[src/inc/clock_fanout_defs.vh]
// constants for the clock fanout, select and halt block
// assumes every pin input is resynchronised to mclk before use
//
// What this block does
// - nine outputs copy the selected input clock while enabled and running
// - select 0 routes the primary clock, select 1 the alternate clock
// - halt control is sampled on the falling edge of the selected clock
// - halt control 0 parks outputs low; 1 lets them toggle
// - outputs stop or restart only during their low phase, never a runt pulse
// - enable 0 floats every output regardless of halt; 1 drives them
// - select, enable and halt controls all default to 1 when unconnected
`ifndef CLOCK_FANOUT_DEFS_VH
`define CLOCK_FANOUT_DEFS_VH

// number of fanout outputs
`define FANOUT_COUNT 9

// source select encoding
`define SEL_PRIMARY 1'h0
`define SEL_ALTERNATE 1'h1

// reset values: controls take their unconnected default
`define SELECT_RESET 1'h1
`define ENABLE_RESET 1'h1
`define RUN_RESET 1'h1
`define CLOCK_RESET 1'h0

`endif

[src/pin_sync.v]
// two flip-flop synchroniser for a group of pin inputs
// assumes inputs are asynchronous to mclk; reset value is per bit
`timescale 1ns/1ps
module pin_sync #(
  parameter WIDTH = 1,
  parameter [WIDTH-1:0] RESET_VALUE = {WIDTH{1'b0}}
) (
  input wire mclk,
  input wire rst_b,
  input wire [WIDTH-1:0] pin_in,
  output reg [WIDTH-1:0] sync_out
);
  reg [WIDTH-1:0] meta_reg;

  // first stage feeds only the second stage
  always @(posedge mclk or negedge rst_b) begin
    if (!rst_b) begin
      meta_reg <= RESET_VALUE;
      sync_out <= RESET_VALUE;
    end else begin
      meta_reg <= pin_in;
      sync_out <= meta_reg;
    end
  end
endmodule // pin_sync

[src/clock_fanout_select_gate.v]
// clock fanout: two-way source select, falling-edge halt gate, output float
// assumes both input clocks are well below half of mclk; all pins are asynchronous
// assumes the pad ring floats a pin while its fanout_drive_b bit is high
// assumes select only changes while the outputs are halted, as a changeover can glitch
// limitation: an input clock edge reaches the pins two to three mclk cycles late
// limitation: pulses shorter than one mclk cycle may be lost or stretched
`timescale 1ns/1ps
`include "clock_fanout_defs.vh"
module clock_fanout_select_gate #(
  parameter NUM_OUTPUTS = `FANOUT_COUNT
) (
  input wire mclk,
  input wire rst_b,
  input wire primary_clock_in,
  input wire alternate_clock_in,
  input wire source_select,
  input wire output_enable,
  input wire run_enable,
  output reg [NUM_OUTPUTS-1:0] fanout_clock_outputs,
  output reg [NUM_OUTPUTS-1:0] fanout_drive_b
);
  // halt gate states; codes match the level of the halt control
  localparam GATE_PARKED = 1'h0;
  localparam GATE_RUNNING = 1'h1;

  // pick the routed input clock from the select level
  function pick_source;
    input select_level;
    input primary_level;
    input alternate_level;
    begin
      case (select_level)
        `SEL_PRIMARY: begin
          pick_source = primary_level;
        end
        `SEL_ALTERNATE: begin
          pick_source = alternate_level;
        end
        default: begin
          pick_source = alternate_level;
        end
      endcase
    end
  endfunction

  // high when the routed clock was high one mclk ago and is low now
  function is_falling;
    input previous_level;
    input current_level;
    begin
      if (previous_level && !current_level) begin
        is_falling = 1'h1;
      end else begin
        is_falling = 1'h0;
      end
    end
  endfunction

  // one level copied to every output pin
  function [NUM_OUTPUTS-1:0] spread;
    input level;
    begin
      spread = {NUM_OUTPUTS{level}};
    end
  endfunction

  // synchronised pins; nothing reads a pin before its second flop
  wire pri_sync;
  wire alt_sync;
  wire sel_sync;
  wire oe_sync;
  wire run_sync;

  // routed clock and its value one mclk earlier
  reg sel_clk;
  reg sel_clk_prev_reg;

  // one-cycle strobe where the routed clock went low
  reg sel_fall;

  // halt gate state; moves only where the routed clock falls
  reg gate_reg;
  reg gate_next;

  // run level the output gate uses this cycle
  reg run_next;

  // next values of the clock pins
  reg out_next;
  reg [NUM_OUTPUTS-1:0] clock_out_next;

  // next value of the float control, one bit per pin
  reg [NUM_OUTPUTS-1:0] drive_b_next;

  // input clocks reset low, so no false edge follows reset
  pin_sync #(
    .WIDTH(1),
    .RESET_VALUE(`CLOCK_RESET)
  ) u_primary_sync (
    .mclk(mclk),
    .rst_b(rst_b),
    .pin_in(primary_clock_in),
    .sync_out(pri_sync)
  );

  pin_sync #(
    .WIDTH(1),
    .RESET_VALUE(`CLOCK_RESET)
  ) u_alternate_sync (
    .mclk(mclk),
    .rst_b(rst_b),
    .pin_in(alternate_clock_in),
    .sync_out(alt_sync)
  );

  // controls reset to their unconnected default, as a pull-up would leave them
  pin_sync #(
    .WIDTH(1),
    .RESET_VALUE(`SELECT_RESET)
  ) u_select_sync (
    .mclk(mclk),
    .rst_b(rst_b),
    .pin_in(source_select),
    .sync_out(sel_sync)
  );

  pin_sync #(
    .WIDTH(1),
    .RESET_VALUE(`ENABLE_RESET)
  ) u_enable_sync (
    .mclk(mclk),
    .rst_b(rst_b),
    .pin_in(output_enable),
    .sync_out(oe_sync)
  );

  pin_sync #(
    .WIDTH(1),
    .RESET_VALUE(`RUN_RESET)
  ) u_run_sync (
    .mclk(mclk),
    .rst_b(rst_b),
    .pin_in(run_enable),
    .sync_out(run_sync)
  );

  // source mux; not glitch free, so a changeover wants the outputs halted
  always @* begin
    sel_clk = pick_source(sel_sync, pri_sync, alt_sync);
  end

  // falling edge of the routed clock as mclk sees it
  always @* begin
    sel_fall = is_falling(sel_clk_prev_reg, sel_clk);
  end

  // halt gate: the control is taken only at a falling edge, so in the low phase
  always @* begin
    gate_next = gate_reg;
    case (gate_reg)
      GATE_RUNNING: begin
        if (sel_fall && (run_sync == 1'h0)) begin
          gate_next = GATE_PARKED;
        end
      end
      GATE_PARKED: begin
        if (sel_fall && (run_sync == 1'h1)) begin
          gate_next = GATE_RUNNING;
        end
      end
      default: begin
        gate_next = GATE_RUNNING;
      end
    endcase
    run_next = (gate_next == GATE_RUNNING);
  end

  // gated copy; a parked gate holds every clock pin low
  always @* begin
    out_next = sel_clk & run_next;
    clock_out_next = spread(out_next);
  end

  // float control; independent of the halt gate, so it wins over a halt
  always @* begin
    drive_b_next = spread(~oe_sync);
  end

  // edge history of the routed clock
  always @(posedge mclk or negedge rst_b) begin
    if (!rst_b) begin
      sel_clk_prev_reg <= `CLOCK_RESET;
    end else begin
      sel_clk_prev_reg <= sel_clk;
    end
  end

  // gate state; starts running, like an open halt pin
  always @(posedge mclk or negedge rst_b) begin
    if (!rst_b) begin
      gate_reg <= `RUN_RESET;
    end else begin
      gate_reg <= gate_next;
    end
  end

  // clock pins straight from flops, so no mux glitch reaches a load
  always @(posedge mclk or negedge rst_b) begin
    if (!rst_b) begin
      fanout_clock_outputs <= {NUM_OUTPUTS{`CLOCK_RESET}};
    end else begin
      fanout_clock_outputs <= clock_out_next;
    end
  end

  // drive controls straight from flops as well
  always @(posedge mclk or negedge rst_b) begin
    if (!rst_b) begin
      fanout_drive_b <= {NUM_OUTPUTS{~`ENABLE_RESET}};
    end else begin
      fanout_drive_b <= drive_b_next;
    end
  end
endmodule // clock_fanout_select_gate

[config.mk]
export PLATFORM = sky130hd
export DESIGN_NAME = clock_fanout_select_gate
export DESIGN_NICKNAME = d
export VERILOG_FILES = /design/src/pin_sync.v /design/src/clock_fanout_select_gate.v
export VERILOG_INCLUDE_DIRS = /design/src /design/src/inc
export SDC_FILE = /design/constraint.sdc
export NUM_CORES = 1
export LEC_CHECK = 0
export BUFFER_PORTS_ARGS = -buffer_cell sky130_fd_sc_hd__buf_2
export CORE_AREA = 5 5 42 44
export CTS_BUF_LIST = sky130_fd_sc_hd__clkbuf_4 sky130_fd_sc_hd__clkbuf_8
export CTS_CLUSTER_DIAMETER = 200
export DETAILED_ROUTE_END_ITERATION = 8
export DIE_AREA = 0 0 47 49
export PLACE_DENSITY = 0.76
export SETUP_SLACK_MARGIN = 0.5
export SLEW_MARGIN = 15
export SYNTH_ARGS = -nofsm -noshare
export SYNTH_HDL_FRONTEND = slang
export SYNTH_SLANG_ARGS = --single-unit
export TNS_END_PERCENT = 5
[constraint.sdc]
create_clock -name mclk -period 2 [get_ports mclk]
set_clock_uncertainty 0.2 [all_clocks]
set_input_delay 0.2 -clock mclk [delete_from_list [all_inputs] [get_ports mclk]]
set_output_delay 0.2 -clock mclk [all_outputs]
set_load 0.005 [all_outputs]
==> metrics.txt <==
outcome finished, final reports clean; layout cell share with drive strength beyond 1 70.4%; Warnings, synthesis 0; overall track demand over capacity in global routing 6.67%; via count of the first global-routing pass 247; leakage power figure roughly 0.00034 uW; FF-to-FF path depth 3; routed wire length approximately 720 um; final-stage net count between 60 and 70; I/O pin count 25; Total Die Area 2300 sq um; Worst EP required about 2000 ps; proportion of register bits with asynchronous set or reset after synthesis between 90% and 100%; cts bufs inserted 3; largest cells by area after synthesis sky130_fd_sc_hd__dfstp_2, sky130_fd_sc_hd__dfrtp_1, sky130_fd_sc_hd__buf_4, sky130_fd_sc_hd__mux2_4, sky130_fd_sc_hd__mux2i_1; number of vias after detailed routing 290; port bufs 24; global-route layer with the greatest usage met2; Min-Delay Path Class input port to asynchronous set/reset pin; synthesized flop and latch total 14; remaining routing DRC violations 0; sort of element at the end of the critical path flop; Reg2Reg Setup Slack 570 ps; Avg Inst Size Synth 14.6 sq um; post-layout min period roughly 1400 ps; Crit. path cell count 3; met3 demand-to-capacity share in global routing approximately 3.3%; initial antenna violation count 0; Post-synth top flop sky130_fd_sc_hd__dfstp_2; width of the die around 47 um; Worst-Skew Late Latency around 270 ps; sinks on the clock net 14; Final Wtd Congestion approximately 0.58; total of endpoints with negative setup slack in the final report 0; setup repair after global routing missed its margin no; net switching power of the design 122 uW; most used standard cells in the synthesized netlist sky130_fd_sc_hd__buf_4, sky130_fd_sc_hd__dfrtp_1, sky130_fd_sc_hd__dfstp_2; portion of the clock cycle consumed by the worst path in the final layout about 72%; area of the mapped netlist between 500 and 600 sq um; Final Hold Violating Endpoints 0; GRT met2 Usage 10.9%; top cell type's share of synthesized area 35.1%; net count after synthesis 43; synthesized netlist cell count 36; kind of cell adding the most delay to the critical path flip-flops; wire length of the first global-routing pass ~1000 um; library cells used by synthesis 8; worst-path fanout max 3; sequential cell fraction of total power a little over half; worst IR drop on VDD roughly 0.45 mV; P per Cell Area 909 nW/um^2; Sw Share roughly a fifth; master cell of the clock root buffer sky130_fd_sc_hd__clkbuf_4; antenna cells 0; tightest slew margin relative to the limit 80.4%; pin count of the biggest net entering global routing 15; Worst path max stage delay about 540 ps; H-Tree Depth 1; series of cell instances along the critical path mux2i_2, nand2_1, mux2_4; GRT overflow 0; launch point of the worst reg-to-reg path u_select_sync.sync_out; Total Neg Setup Slack 0 ps; final hold slack around 140 ps; initial core utilization 37.4%; max-slew violation total from the final report 0; deepest clock path buffer count 2; clock-pin slew on the worst setup and hold paths 80 ps; count of flip-flops with a built-in enable after synthesis 0; TritonCTS clock tree yes; critical path buffer and inverter count 0; first-pass detailed-route iteration total 2; destination of the worst register-to-register timing path gate_reg; WL per Instance ~10 um; buffers inserted by post-CTS timing repair 0; most frequently used cell type in the post-synthesis netlist sky130_fd_sc_hd__buf_4; combinational power share roughly an eighth; sequential cell area fraction in the yosys report 68.5%; FMAX about 700 MHz; number of standard-cell rows in the floorplan 14; clock share of power 33.0%; Global Route met1 Usage 6.28%; internal power between 400 and 500 uW; startpoint type of the worst setup path flop; number of violations of the max-capacitance limit 0; cell with the biggest individual delay on the critical path sky130_fd_sc_hd__dfstp_2; Antenna Violating Nets Remaining 0; growth of design area from synthesis to finish 22.9%; starting DRC count in detailed routing 2; Worst Max-Slew Pin Slew a little under 300 ps; post-synthesis cell type with the largest combined area sky130_fd_sc_hd__dfstp_2; worst endpoint data arrival time approximately 1400 ps; type of the setup path with the least slack flop to flop; via density per instance about 4.1; area of the core approximately 1400 sq um; floorplan die height slightly below 50 um
==> layout by cell type, fill, tap and decap left out <==
cell type,synthesis,routed
sky130_fd_sc_hd__nand2_1,1,1
sky130_fd_sc_hd__and2b_2,1,1
sky130_fd_sc_hd__dfstp_2,7,7
sky130_fd_sc_hd__mux2i_2,0,1
sky130_fd_sc_hd__buf_2,0,24
sky130_fd_sc_hd__clkbuf_4,0,3
sky130_fd_sc_hd__dlygate4sd3_1,0,6
sky130_fd_sc_hd__dfrtp_1,7,7
sky130_fd_sc_hd__mux2_4,1,1
sky130_fd_sc_hd__clkbuf_8,0,1
sky130_fd_sc_hd__inv_1,2,2
==> metal layers <==
| layer | vias to the layer above | wire [um] | part of all wire [%] |
|---|---|---|---|
| li1 | 128 | - | - |
| met1 | 134 | 249 | 35 |
| met2 | 26 | 335 | 47 |
| met3 | 2 | 126 | 18 |
| met4 | 0 | 6 | 0.84 |
| met5 | - | 0 | 0 |
==> area by class of cell <==
cell class,instances,area [sq um]
clock buffers,4,36.3
fillers,129,757
inverters,2,7.51
multi-input cells,4,41.3
flip-flops and latches,14,359
well taps,16,20.0
repair buffers,30,180
==> repair_timing <==
action                                  4_1_cts  5_1_grt
hold endpoints to repair                     19        0
hold buffers                                  6        0
endpoints found under the setup margin        0        1
resized for setup                             0        1
==> stage by stage <==
stage / util (%) / setup WS (ps) / total power (uW) / cells / area, sq um
2_1_floorplan: - / 612 / 385 / 36 / 524
3_3_place_gp: 38.8 / 600 / 387 / 60 / 544
3_5_place_dp: 38.8 / 550 / 390 / 60 / 544
4_1_cts: 45.7 / 538 / 595 / 70 / 641
5_1_grt: 46.0 / 509 / 623 / 70 / 644
6_report: 46.0 / 566 / 585 / 70 / 644
==> worst max path at each step <==
stage / startpoint / end / slack, ps
6_report: u_select_sync.sync_out / gate_reg / 570
5_1_grt: u_select_sync.sync_out / gate_reg / 510
4_1_cts: u_select_sync.sync_out / gate_reg / 540
3_5_place_dp: u_select_sync.sync_out / gate_reg / 550
3_3_place_gp: u_select_sync.sync_out / gate_reg / 600
2_1_floorplan: u_select_sync.sync_out / gate_reg / 610
==> power by group through the flow <==
stage	combinational [uW]	clock [uW]	sequential [uW]
global placement	61.5	0	325
CTS	71.8	202	322
floorplan	58.6	0	326
finish	71.0	193	322
detailed placement	63.0	0	327
global route	80.4	217	326
==> cell families (layout without fill, tap and decap cells) <==
group	count (synthesis)	in the layout	synth area share (%)
AND/OR/NAND/NOR	2	2	2.39
buffers and inverters	18	36	24.3
flip-flops	14	14	68.5
multiplexers	2	2	4.77
Note: power is estimated with default switching activity, not from simulation.
